File: config.mk
export PLATFORM = sky130hd
export DESIGN_NAME = bsc_top
export DESIGN_NICKNAME = d
export VERILOG_FILES = /design/src/shared/bsc_pkg.sv /design/src/rtl/bsc_tap_fsm.sv /design/src/rtl/bsc_top.sv
export VERILOG_INCLUDE_DIRS = /design/src /design/src/shared
export SDC_FILE = /design/constraint.sdc
export NUM_CORES = 1
export LEC_CHECK = 0
export ABC_CLOCK_PERIOD_IN_PS = 5840
export BUFFER_PORTS_ARGS = -buffer_cell sky130_fd_sc_hd__buf_4
export CAP_MARGIN = 10
export CORE_MARGIN = 10
export CORE_UTILIZATION = 45
export CTS_BUF_LIST = sky130_fd_sc_hd__clkbuf_8
export CTS_CLUSTER_DIAMETER = 80
export DETAILED_ROUTE_END_ITERATION = 10
export SYNTH_ARGS = -nofsm -noshare
export SYNTH_HDL_FRONTEND = slang
export SYNTH_HIERARCHICAL = 1
export SYNTH_SLANG_ARGS = --single-unit
File: constraint.sdc
create_clock -name clk -period 5.84 [get_ports clk]
set_clock_uncertainty 0.15 [all_clocks]
set_input_delay 0.584 -clock clk [delete_from_list [all_inputs] [get_ports clk]]
set_output_delay 0.584 -clock clk [all_outputs]
set_load 0.01 [all_outputs]
File: src/shared/bsc_defines.svh
// Purpose: constants for the boundary scan test port
// Assumes: included by bare name
// Notes: positions count from the cell nearest test data out
`ifndef BSC_DEFINES_SVH
`define BSC_DEFINES_SVH

// ****************************************
// instruction codes
// ****************************************
`define BSC_IR_WIDTH 5
`define BSC_IR_EXTEST 5'h00
`define BSC_IR_IDCODE 5'h01
`define BSC_IR_SAMPLE 5'h02
`define BSC_IR_BYPASS 5'h1f
`define BSC_IR_CAPTURE 5'h01

// ****************************************
// chain geometry, load order
// ****************************************
`define BSC_CHAIN_LEN 45
`define BSC_LD_SDIO_DRV 0
`define BSC_LD_SDO_EN 1
`define BSC_LD_SDO 2
`define BSC_LD_LOCK 3
`define BSC_LD_IRQ 4
`define BSC_LD_SDIO 5

// ****************************************
// chain geometry, unload order
// ****************************************
`define BSC_UL_SDO_EN 0
`define BSC_UL_SDO 1
`define BSC_UL_LOCK 2
`define BSC_UL_IRQ 3
`define BSC_UL_SDIO_PRE 4
`define BSC_UL_SDIO 5
`define BSC_UL_SCLK 6
`define BSC_UL_CSN 7
`define BSC_UL_RESET 8
`define BSC_UL_PORT_B 9
`define BSC_UL_PORT_A 25
`define BSC_UL_FRAME_B 41
`define BSC_UL_DCLK_B 42
`define BSC_UL_FRAME_A 43
`define BSC_UL_DCLK_A 44
`define BSC_LOOPBACK_DIST 2

`endif

File: src/shared/bsc_pkg.sv
// Purpose: types for the boundary scan test port
// Assumes: nothing
// Notes: one-hot controller states
package bsc_pkg;
	// ****************************************
	// controller states, one-hot
	// ****************************************
	typedef enum logic [15:0] {
		ST_RESET = 16'h0001,
		ST_IDLE = 16'h0002,
		ST_SEL_DR = 16'h0004,
		ST_CAP_DR = 16'h0008,
		ST_SH_DR = 16'h0010,
		ST_EX1_DR = 16'h0020,
		ST_PAU_DR = 16'h0040,
		ST_EX2_DR = 16'h0080,
		ST_UPD_DR = 16'h0100,
		ST_SEL_IR = 16'h0200,
		ST_CAP_IR = 16'h0400,
		ST_SH_IR = 16'h0800,
		ST_EX1_IR = 16'h1000,
		ST_PAU_IR = 16'h2000,
		ST_EX2_IR = 16'h4000,
		ST_UPD_IR = 16'h8000
	} bsc_tap_state_t;
endpackage

File: src/rtl/bsc_tap_fsm.sv
// Purpose: sixteen-state test port controller
// Assumes: step is a one-cycle pulse at each rising test clock
// Notes: power-on reset forces the reset state
`timescale 1ns/10ps
module bsc_tap_fsm (
	input wire logic clk,
	input wire logic srst,
	input wire logic step,
	input wire logic mode_sel,
	output bsc_pkg::bsc_tap_state_t state
);
	import bsc_pkg::*;

	bsc_tap_state_t next_state; // successor on the next step

	// ****************************************
	// next state
	// ****************************************
	// standard transition table, mode select picks the branch
	always_comb begin
		next_state = state;
		unique case (state)
			ST_RESET: next_state = mode_sel ? ST_RESET : ST_IDLE;
			ST_IDLE: next_state = mode_sel ? ST_SEL_DR : ST_IDLE;
			ST_SEL_DR: next_state = mode_sel ? ST_SEL_IR : ST_CAP_DR;
			ST_CAP_DR: next_state = mode_sel ? ST_EX1_DR : ST_SH_DR;
			ST_SH_DR: next_state = mode_sel ? ST_EX1_DR : ST_SH_DR;
			ST_EX1_DR: next_state = mode_sel ? ST_UPD_DR : ST_PAU_DR;
			ST_PAU_DR: next_state = mode_sel ? ST_EX2_DR : ST_PAU_DR;
			ST_EX2_DR: next_state = mode_sel ? ST_UPD_DR : ST_SH_DR;
			ST_UPD_DR: next_state = mode_sel ? ST_SEL_DR : ST_IDLE;
			ST_SEL_IR: next_state = mode_sel ? ST_RESET : ST_CAP_IR;
			ST_CAP_IR: next_state = mode_sel ? ST_EX1_IR : ST_SH_IR;
			ST_SH_IR: next_state = mode_sel ? ST_EX1_IR : ST_SH_IR;
			ST_EX1_IR: next_state = mode_sel ? ST_UPD_IR : ST_PAU_IR;
			ST_PAU_IR: next_state = mode_sel ? ST_EX2_IR : ST_PAU_IR;
			ST_EX2_IR: next_state = mode_sel ? ST_UPD_IR : ST_SH_IR;
			ST_UPD_IR: next_state = mode_sel ? ST_SEL_DR : ST_IDLE;
			default: next_state = ST_RESET; // illegal code recovers
		endcase
	end

	// ****************************************
	// state register
	// ****************************************
	// internal reset wins regardless of the tester
	always_ff @(posedge clk) begin
		if (srst) begin
			state <= ST_RESET;
		end else if (step) begin
			state <= next_state;
		end
	end
endmodule

File: src/rtl/bsc_top.sv
// Purpose: boundary scan chain behind a four-wire test port
// Assumes: test clock far slower than clk, sampled as a plain input
// Notes: chain shifts toward test data out, cell 0 leaves first
//
// Overview of operation
// port A clock, frame each set two cells
// port B clock, frame each set one cell
// loaded output reads back also two lower
// serial io drive enable never unloaded
// serial inputs resampled when readback starts
// unload order from enable through clocks
// load order cell 0 to 44
// five-bit instruction decode, others reserved
// bypass is one single stage
// 32-bit fixed identification register
// power-on reset forces controller reset state
// standard controller, tdo on falling clock
`timescale 1ns/10ps
`include "bsc_defines.svh"
module bsc_top #(
	parameter logic [31:0] IDCODE_VALUE = 32'h10000001, // arbitrary value
	parameter int CHAIN_LEN = `BSC_CHAIN_LEN
) (
	input wire logic clk,
	input wire logic srst,
	input wire logic tck,
	input wire logic tms,
	input wire logic tdi,
	output logic tdo,
	output logic tdo_oe_n,
	input wire logic [15:0] port_a_data,
	input wire logic [15:0] port_b_data,
	input wire logic port_a_data_clock_in,
	input wire logic port_b_data_clock_in,
	input wire logic port_a_frame_in,
	input wire logic port_b_frame_in,
	input wire logic reset_pin,
	input wire logic chip_select_n,
	input wire logic sclk,
	input wire logic sdio_in,
	output logic sdio_out,
	output logic sdio_oe_n,
	output logic sdo,
	output logic sdo_oe_n,
	output logic irq_n,
	output logic pll_lock,
	input wire logic core_sdio_out,
	input wire logic core_sdio_oe_n,
	input wire logic core_sdo,
	input wire logic core_sdo_oe_n,
	input wire logic core_irq_n,
	input wire logic core_pll_lock
);
	import bsc_pkg::*;

	// ****************************************
	// elaboration checks
	// ****************************************
	// cell positions are fixed, so the length cannot change
	if (CHAIN_LEN != `BSC_CHAIN_LEN) begin : g_bad_len
		$error("chain length must be 45");
	end
	if (IDCODE_VALUE[0] != 1'b1) begin : g_bad_id
		$error("identification code must end in one");
	end

	// ****************************************
	// input synchronisers
	// ****************************************
	localparam int PINS = 40; // pin inputs passing two flops
	logic [2:0] tap_s1; // first stage, read only by second
	logic [2:0] tap_s2; // tck, tms, tdi settled
	logic tck_d; // previous settled test clock
	logic [PINS-1:0] pin_s1; // first stage of pin inputs
	logic [PINS-1:0] pin_s2; // settled pin inputs
	logic tck_rise; // one-cycle pulse per rising test clock
	logic tck_fall; // one-cycle pulse per falling test clock

	// two flops on every test port and pin input before use; core drives go straight to the pin registers
	always_ff @(posedge clk) begin
		tap_s1 <= {tck, tms, tdi};
		tap_s2 <= tap_s1;
		pin_s1 <= {port_a_data, port_b_data, port_a_data_clock_in,
			port_b_data_clock_in, port_a_frame_in, port_b_frame_in,
			reset_pin, chip_select_n, sclk, sdio_in};
		pin_s2 <= pin_s1;
	end

	// edge finder on the settled test clock
	always_ff @(posedge clk) begin
		if (srst) begin
			tck_d <= 1'b0;
		end else begin
			tck_d <= tap_s2[2];
		end
	end

	assign tck_rise = tap_s2[2] & ~tck_d;
	assign tck_fall = ~tap_s2[2] & tck_d;

	// named views of the settled pins
	logic [15:0] pa; // port A data bits
	logic [15:0] pb; // port B data bits
	logic dca, dcb, fra, frb; // port clocks and frames
	logic rst_p, csn_p, sclk_p, sdio_p; // serial port inputs
	assign {pa, pb, dca, dcb, fra, frb} = pin_s2[PINS-1:4];
	assign {rst_p, csn_p, sclk_p, sdio_p} = pin_s2[3:0];

	// ****************************************
	// controller
	// ****************************************
	bsc_tap_state_t state; // current controller state

	bsc_tap_fsm u_fsm (
		.clk(clk),
		.srst(srst),
		.step(tck_rise),
		.mode_sel(tap_s2[1]),
		.state(state)
	);

	// ****************************************
	// instruction register
	// ****************************************
	logic [`BSC_IR_WIDTH-1:0] ir_shift; // instruction shift stage
	logic [`BSC_IR_WIDTH-1:0] ir; // active instruction

	// capture, shift and update of the instruction
	always_ff @(posedge clk) begin
		if (srst || (tck_rise && state == ST_RESET)) begin
			ir_shift <= `BSC_IR_CAPTURE;
			ir <= `BSC_IR_IDCODE;
		end else if (tck_rise) begin
			unique case (state)
				ST_CAP_IR: ir_shift <= `BSC_IR_CAPTURE;
				ST_SH_IR: ir_shift <= {tap_s2[0],
					ir_shift[`BSC_IR_WIDTH-1:1]};
				ST_UPD_IR: ir <= ir_shift;
				default: ir_shift <= ir_shift; // other states hold
			endcase
		end
	end

	// decode; reserved codes fall to bypass
	logic sel_bsr, sel_id, is_extest; // register selection
	always_comb begin
		sel_bsr = 1'b0;
		sel_id = 1'b0;
		is_extest = 1'b0;
		unique case (ir)
			`BSC_IR_EXTEST: begin
				sel_bsr = 1'b1;
				is_extest = 1'b1;
			end
			`BSC_IR_SAMPLE: sel_bsr = 1'b1;
			`BSC_IR_IDCODE: sel_id = 1'b1;
			default: sel_bsr = 1'b0; // bypass and reserved
		endcase
	end

	// ****************************************
	// capture view of the chain
	// ****************************************
	logic [CHAIN_LEN-1:0] upd; // update latch, load order
	logic sdio_pre; // serial data kept from the preload sample
	logic [CHAIN_LEN-1:0] cap; // unload-order capture word

	// drive-enable cell has no capture slot at all
	always_comb begin
		cap = '0;
		cap[`BSC_UL_SDO_EN] = ~sdo_oe_n;
		cap[`BSC_UL_SDO] = sdo;
		cap[`BSC_UL_LOCK] = pll_lock;
		cap[`BSC_UL_IRQ] = irq_n;
		cap[`BSC_UL_SDIO_PRE] = sdio_pre;
		// live pins, read fresh at capture time
		cap[`BSC_UL_SDIO] = sdio_p;
		cap[`BSC_UL_SCLK] = sclk_p;
		cap[`BSC_UL_CSN] = csn_p;
		cap[`BSC_UL_RESET] = rst_p;
		for (int i = 0; i < 16; i++) begin
			cap[`BSC_UL_PORT_B + i] = pb[15-i];
			cap[`BSC_UL_PORT_A + i] = pa[15-i];
		end
		// port A pins land in the shared and own cells
		cap[`BSC_UL_FRAME_B] = frb | fra;
		cap[`BSC_UL_DCLK_B] = dcb | dca;
		cap[`BSC_UL_FRAME_A] = fra;
		cap[`BSC_UL_DCLK_A] = dca;
		// own cell already holds the driven pin; the echo lands two lower
		// in load numbering, so exactly two cells read set
		if (is_extest) begin
			cap[`BSC_LD_SDO - `BSC_LOOPBACK_DIST] |= upd[`BSC_LD_SDO];
			cap[`BSC_LD_LOCK - `BSC_LOOPBACK_DIST] |= upd[`BSC_LD_LOCK];
			cap[`BSC_LD_IRQ - `BSC_LOOPBACK_DIST] |= upd[`BSC_LD_IRQ];
		end
	end

	// ****************************************
	// data registers
	// ****************************************
	logic [CHAIN_LEN-1:0] bsr; // boundary shift stage
	logic [31:0] id_sr; // identification shift stage
	logic byp; // single bypass stage

	// capture, shift and update of the selected register
	always_ff @(posedge clk) begin
		if (srst) begin
			bsr <= '0;
			upd <= '0;
			id_sr <= '0;
			byp <= 1'b0;
			sdio_pre <= 1'b0;
		end else if (tck_rise) begin
			unique case (state)
				ST_CAP_DR: begin
					if (sel_bsr) begin
						bsr <= cap;
					end
					if (sel_bsr && !is_extest) begin
						sdio_pre <= sdio_p; // kept for next unload
					end
					id_sr <= IDCODE_VALUE;
					byp <= 1'b0;
				end
				ST_SH_DR: begin
					if (sel_bsr) begin
						bsr <= {tap_s2[0], bsr[CHAIN_LEN-1:1]};
					end else if (sel_id) begin
						id_sr <= {tap_s2[0], id_sr[31:1]};
					end else begin
						byp <= tap_s2[0];
					end
				end
				ST_UPD_DR: begin
					if (sel_bsr) begin
						upd <= bsr;
					end
				end
				default: byp <= byp; // other states hold
			endcase
		end
	end

	// ****************************************
	// test data out
	// ****************************************
	logic shifting; // controller in either shift state
	logic tdo_bit; // lowest bit of the active path
	assign shifting = (state == ST_SH_DR) || (state == ST_SH_IR);
	assign tdo_bit = (state == ST_SH_IR) ? ir_shift[0] :
		sel_bsr ? bsr[0] : sel_id ? id_sr[0] : byp;

	// output moves only on the falling test clock
	always_ff @(posedge clk) begin
		if (srst) begin
			tdo <= 1'b0;
			tdo_oe_n <= 1'b1;
		end else if (tck_fall) begin
			tdo <= tdo_bit;
			tdo_oe_n <= ~shifting;
		end
	end

	// ****************************************
	// pin drive
	// ****************************************
	// external test hands the pins to the update latch
	always_ff @(posedge clk) begin
		if (srst) begin
			sdio_out <= 1'b0;
			sdio_oe_n <= 1'b1;
			sdo <= 1'b0;
			sdo_oe_n <= 1'b1;
			irq_n <= 1'b1;
			pll_lock <= 1'b0;
		end else if (is_extest) begin
			sdio_out <= upd[`BSC_LD_SDIO];
			sdio_oe_n <= ~upd[`BSC_LD_SDIO_DRV];
			sdo <= upd[`BSC_LD_SDO];
			sdo_oe_n <= ~upd[`BSC_LD_SDO_EN];
			irq_n <= upd[`BSC_LD_IRQ];
			pll_lock <= upd[`BSC_LD_LOCK];
		end else begin
			sdio_out <= core_sdio_out;
			sdio_oe_n <= core_sdio_oe_n;
			sdo <= core_sdo;
			sdo_oe_n <= core_sdo_oe_n;
			irq_n <= core_irq_n;
			pll_lock <= core_pll_lock;
		end
	end
endmodule

==> impl_metrics.json, run 1 <==
{
  "status": "complete, no violations",
  "start_util_pct": 45.6,
  "dp_hpwl_mm": 9.81,
  "vias": 5696,
  "syn_area_per_cell_um2": 9.33,
  "clock_path_buffers": 3,
  "slew_headroom_pct": 25.5,
  "drcViolationCount": 0,
  "grt_pass1_vias": 5452,
  "cap_violations": 0,
  "wl_mm": 15.6,
  "ys_types": 51,
  "p_sw_mw": 0.605,
  "die_w_um": 146,
  "period_share_pct": 55.1,
  "postRouteAntennaNets": 0,
  "cts_hold_buf": 43,
  "fp.coreArea_um2": 15800,
  "overflow": 0,
  "cts-buffers-inserted": 35,
  "dp.cells": 997,
  "r2r_cells": 6,
  "path_class": "reg2reg",
  "setup_viol": 0,
  "cts_root_buf": "clkbuf_8",
  "n_fill_cell": 1387,
  "power_density_nw_per_um2": 318,
  "p_total_mw": 2.80,
  "ff2ff_setup_slack_ns": 2.62,
  "die-area_um2": 21400,
  "fin_setup_tns_ns": 0,
  "portBuffers": 58,
  "post_cts_buffers": 0,
  "startpoint_type": "flip-flop",
  "first_pass_iters": 5,
  "worstMarginPinSlew_ns": 1.10,
  "cts_resized": 0,
  "whs_path_depth": 2,
  "critPathRequiredTime_ns": 6.11,
  "critPathMaxFanout": 50,
  "ctsHtreeMaxLevel": 2,
  "gp_routability_congestion": 0.835,
  "crit_start": "u_fsm/state[9]",
  "antenna_found_initial": 0,
  "row_count": 46,
  "via_per_inst": 5.18,
  "pwr-share-seq_pct": 52.0,
  "die_h_um": 146,
  "ys_seq_area_share_pct": 57.3,
  "drive_above_1_share_pct": 14.6,
  "netSwitchingFraction_pct": 21.6,
  "synthToLayoutAreaGrowth_pct": 22.7,
  "drt-wirelength-per-cell_um": 14.2,
  "hold_viol": 0,
  "yosysTopAreaCell": "dfxtp_1",
  "slew_violations": 0,
  "clock.fmax_mhz": 311,
  "syn_nets": 822,
  "track_usage_pct": 14.3,
  "irDropWorstVdd_uv": 281,
  "cts_sinks": 206,
  "synth-seq-cells": 206,
  "async_flop_share_pct": 0,
  "ioPinCount": 59,
  "synth_cells": 771,
  "worstHoldPathType": "in2reg",
  "hp-start": "core_sdo_oe_n",
  "p_comb_share_pct": 3.8,
  "grt_max_degree": 83,
  "nNetsFinal": 912,
  "worstPathArrival_ns": 3.48,
  "cell_internal_pwr_mw": 2.20,
  "synth_top_area_share_pct": 57.3,
  "drtIter0Drc": 288,
  "cts_tree": "yes",
  "netlist_area_um2": 7190,
  "grt_pass1_wl_mm": 26.1,
  "clock_power_share_pct": 44.1,
  "synth-edff-count": 0,
  "yosys-top-cells-area": "dfxtp_1 57%, nand2_1 7.4%, a311oi_1 4.9%, a21oi_1 4.0%, nor2_1 4.0%",
  "synth_flop_cell": "dfxtp_1",
  "p_leak_nw": 3.26,
  "stdcell_count": 1099,
  "end_kind": "flip-flop",
  "clk_pin_slew_ns": 0.06,
  "fin_crit_ns": 3.22,
  "rsz0062_at_grt": "no",
  "worstReg2RegStart": "u_fsm/state[9]",
  "yosysWarnings": 6,
  "clk_latency_ns": 0.51,
  "antennaDiodeCount": 0
}
[through the flow]
step	setup WS, ns	cell area (um2)	hold WS (ns)	utilization (%)
global route	2.42	8820	0.131	55.9
CTS	2.66	8820	0.131	55.9
finish	2.62	8820	0.154	55.9
global placement	2.87	7710	0.160	48.9
detailed placement	2.66	7710	0.162	48.9
floorplan	3.66	7190	0.160	-
[routing by layer]
| metal | vias up | part of all wire [%] | wire length, um | track usage [%] |
|---|---|---|---|---|
| met5 | - | 0 | 0 | 0 |
| met4 | 0 | 3.2 | 501 | 7.91 |
| met3 | 41 | 4.6 | 722 | 3.24 |
| met2 | 134 | 47 | 7360 | 22.7 |
| met1 | 2634 | 45 | 7020 | 17.5 |
| li1 | 2887 | - | - | - |
[power groups by stage]
| stage | Combinational (mW) | Clock (mW) | Sequential [mW] |
|---|---|---|---|
| 6_report | 0.107 | 1.24 | 1.46 |
| 5_1_grt | 0.118 | 1.34 | 1.46 |
| 4_1_cts | 0.107 | 1.28 | 1.46 |
| 3_5_place_dp | 0.0839 | 0 | 1.49 |
| 3_3_place_gp | 0.0826 | 0 | 1.49 |
| 2_1_floorplan | 0.0438 | 0 | 1.48 |
[cell usage after synthesis, drive strengths merged, types with 6 or more instances]
master and number:
o211ai 6, a311oi 40, nor2 76, mux2i 9, nand4 8, o21ai 16
or3 6, buf 19, nand2b 7, nor4 13, nor3 25, a21oi 58
nand3 43, nand2 142, clkbuf 33, a31oi 6, dfxtp 206, nand3b 6
[worst paths after layout]
check                             endpoint
worst max-delay path               bsr[31]
worst min-delay path              sdo_oe_n
worst max register to register     bsr[31]
worst min register to register  pin_s2[18]
[layout by cell type, fill, tap and decap left out, drive strengths merged, types with 3 or more instances in the layout]
cell	Yosys	layout
nor2	76	76
nor4b	4	4
nor2b	4	4
or3	6	6
o211ai	6	6
mux2i	9	9
a22oi	5	5
xor2	4	4
nand3	43	43
nand2	142	142
and2	3	3
nand4	8	8
a31oi	6	6
dfxtp	206	206
a21oi	58	58
a311oi	40	40
inv	3	15
clkinv	1	5
nor3	25	25
o21ai	16	16
nand2b	7	7
nand3b	6	6
clkbuf	33	42
dlygate4sd3	0	43
nor4	13	13
buf	19	62
xnor2	5	5
a211o	3	3
nand4b	4	4
[kinds of logic (layout without fill, tap and decap cells)]
group	after synthesis	after routing	share of synthesized area [%]
xor+xnor	9	9	1.10
flops	206	206	57.3
compound gates	145	145	13.4
simple gates	346	346	23.5
buf+inv	56	168	3.36
mux	9	9	1.25
[registers in the layout (all words and copies together) (netlist names), 3 cells and up]
register and cells:
tap_s1 3, bsr 45, pin_s1 40, ir_shift 5, id_sr 32, u_fsm/state 16
ir 5, upd 6, pin_s2 40, tap_s2 3
[critical path, stage by stage (launching register included)]
cell and delay (ns):
dfxtp_1 0.49, nor4_4 0.49, nand4_1 0.39, nor2_4 0.63, buf_4 0.55, nand2_1 0.12
a311oi_1 0.30
[cell type report]
class                      instances  area [um2]  area share, %
sequential                       206        4120           46.7
multi-input combinational        509        2830           32.1
timing repair buffer             105         896           10.2
clock buffer                      42         578           6.55
tap                              216         270           3.06
clock inverter                    17         105           1.19
inverter                           4        15.0          0.170
Power figures use the tool's default switching activity.
==> inputs of run 2 (changes only) <==
--- a/config.mk
+++ b/config.mk
@@ -6,7 +6,7 @@
 export SDC_FILE = /design/constraint.sdc
 export NUM_CORES = 1
 export LEC_CHECK = 0
-export ABC_CLOCK_PERIOD_IN_PS = 5840
+export ABC_CLOCK_PERIOD_IN_PS = 2930
 export BUFFER_PORTS_ARGS = -buffer_cell sky130_fd_sc_hd__buf_4
 export CAP_MARGIN = 10
 export CORE_MARGIN = 10
@@ -14,6 +14,7 @@
 export CTS_BUF_LIST = sky130_fd_sc_hd__clkbuf_8
 export CTS_CLUSTER_DIAMETER = 80
 export DETAILED_ROUTE_END_ITERATION = 10
+export PLACE_DENSITY = 0.65
 export SYNTH_ARGS = -nofsm -noshare
 export SYNTH_HDL_FRONTEND = slang
 export SYNTH_HIERARCHICAL = 1
==> constraint.sdc (replaced) <==
create_clock -name clk -period 2.93 [get_ports clk]
set_clock_uncertainty 0.15 [all_clocks]
set_input_delay 0.293 -clock clk [delete_from_list [all_inputs] [get_ports clk]]
set_output_delay 0.293 -clock clk [all_outputs]
set_load 0.01 [all_outputs]
==> impl_metrics.json, run 2 (synthesis gave the netlist of run 1 again) <==
{
  "status": "complete, no violations",
  "wl_mm": 16.1,
  "fin_crit_ns": 2.59,
  "period_share_pct": 88.3,
  "worstMarginPinSlew_ns": 0.851,
  "largest_register_ffs": 45,
  "antennaDiodeCount": 0,
  "top_register": "bsr",
  "nNetsFinal": 936,
  "crit_chain": "nor4_2 -> nand4_1 -> buf_4 -> nor2_4 -> buf_12 -> nand2_1 -> a311oi_1",
  "drt-wirelength-per-cell_um": 14.3,
  "worstPathArrival_ns": 2.85,
  "worstHoldPathType": "in2reg",
  "power_density_nw_per_um2": 649,
  "overflow": 0,
  "via_per_inst": 5.21,
  "slew_headroom_pct": 43.3,
  "drive_above_1_share_pct": 17.1,
  "irDropWorstVdd_uv": 576,
  "grt_pass1_wl_mm": 27.3,
  "drcViolationCount": 0,
  "hold_viol": 0,
  "dp_hpwl_mm": 9.99,
  "track_usage_pct": 14.9,
  "die_h_um": 146,
  "cap_violations": 0,
  "fin_setup_tns_ns": 0,
  "gp_routability_congestion": 0.833,
  "start_util_pct": 45.6,
  "die-area_um2": 21400,
  "cts_sinks": 206,
  "final_common_cell": "dfxtp_1",
  "grt_pass1_vias": 5748,
  "vias": 5861,
  "post_cts_buffers": 0,
  "postRouteAntennaNets": 0,
  "path_class": "reg2reg",
  "slowest_delay_ns": 0.58,
  "stdcell_count": 1124,
  "clock.fmax_mhz": 387,
  "end_kind": "flip-flop",
  "rsz0062_at_grt": "no",
  "ctsHtreeMaxLevel": 2,
  "critPathMaxFanout": 75,
  "clk_pin_slew_ns": 0.06,
  "cts_resized": 0,
  "critPathRequiredTime_ns": 3.19,
  "fp.coreArea_um2": 15800,
  "startpoint_type": "flip-flop",
  "antenna_found_initial": 0,
  "p_leak_nw": 3.41,
  "first_pass_iters": 5,
  "clk_latency_ns": 0.52,
  "n_fill_cell": 1381,
  "cts-buffers-inserted": 35,
  "portBuffers": 58,
  "row_count": 46,
  "ioPinCount": 59,
  "grt_max_degree": 83,
  "setup_viol": 0,
  "cts_tree": "yes",
  "drtIter0Drc": 434,
  "slew_violations": 0,
  "reg_top3": "bsr x45, pin_s1 x40, pin_s2 x40",
  "die_w_um": 146,
  "clock_path_buffers": 3,
  "dp.cells": 1015,
  "crit_slowest_cell": "nor4_2",
  "synthToLayoutAreaGrowth_pct": 27.1,
  "cts_root_buf": "clkbuf_8",
  "layout_common_cells": "206 x dfxtp_1, 141 x nand2_1, 78 x buf_4"
}
run 2: power breakdown:
| part | switching, mW | internal [mW] |
|---|---|---|
| clock network | 1.13 | 1.67 |
| logic | 0.101 | 0.125 |
| registers | 0.0307 | 2.87 |
run 2: final cells by class:
type / count / area, um2 / share of cell area [%]
multi-input combinational: 509 / 2830 / 31.0
inverter: 4 / 15.0 / 0.164
clock buffer: 42 / 578 / 6.32
tap: 216 / 270 / 2.96
timing repair buffer: 129 / 1120 / 12.2
clock inverter: 18 / 204 / 2.23
sequential: 206 / 4120 / 45.1
run 2: critical path: cells and delay by family (launching register included):
family,cells,cell delay (ns)
buffers and inverters,2,0.52
AO/OA/AOI/OAI,1,0.32
flip-flops,1,0.46
AND/OR/NAND/NOR,4,1.01
run 2: repair_timing:
action,4_1_cts,5_1_grt
hold buffers,49,0
endpoints found under the setup margin,0,0
endpoints found under the hold margin,49,0
run 2: path summary, 6_finish.rpt:
path,startpoint,to,slack [ns],cells past startpoint
max reg2reg,u_fsm/state[12],bsr[19],0.34,7
min reg2reg,pin_s1[39],pin_s2[39],0.17,0
max,u_fsm/state[12],bsr[19],0.34,7
min,srst,upd[2],0.09,2
run 2: metrics by stage:
step / utilization (%) / cell area, um2 / total power [mW] / worst slack, ns / hold slack, ns
final: 58.0 / 9140 / 5.93 / 0.344 / 0.0870
after global routing: 58.0 / 9140 / 6.16 / 0.149 / 0.0803
after CTS: 58.0 / 9140 / 6.02 / 0.367 / 0.0493
after detailed placement: 49.9 / 7870 / 3.14 / 0.392 / 0.162
after global placement: 49.9 / 7870 / 3.13 / 0.409 / 0.161
after floorplan: - / 7190 / 3.04 / 0.749 / 0.160
run 2: metal layers:
metal,part of all wire (%),vias up,global-route usage [%]
met5,0,-,0
met4,2.5,0,6.26
met3,5.2,36,3.74
met2,46,145,23.9
met1,46,2747,18.5
li1,-,2933,-
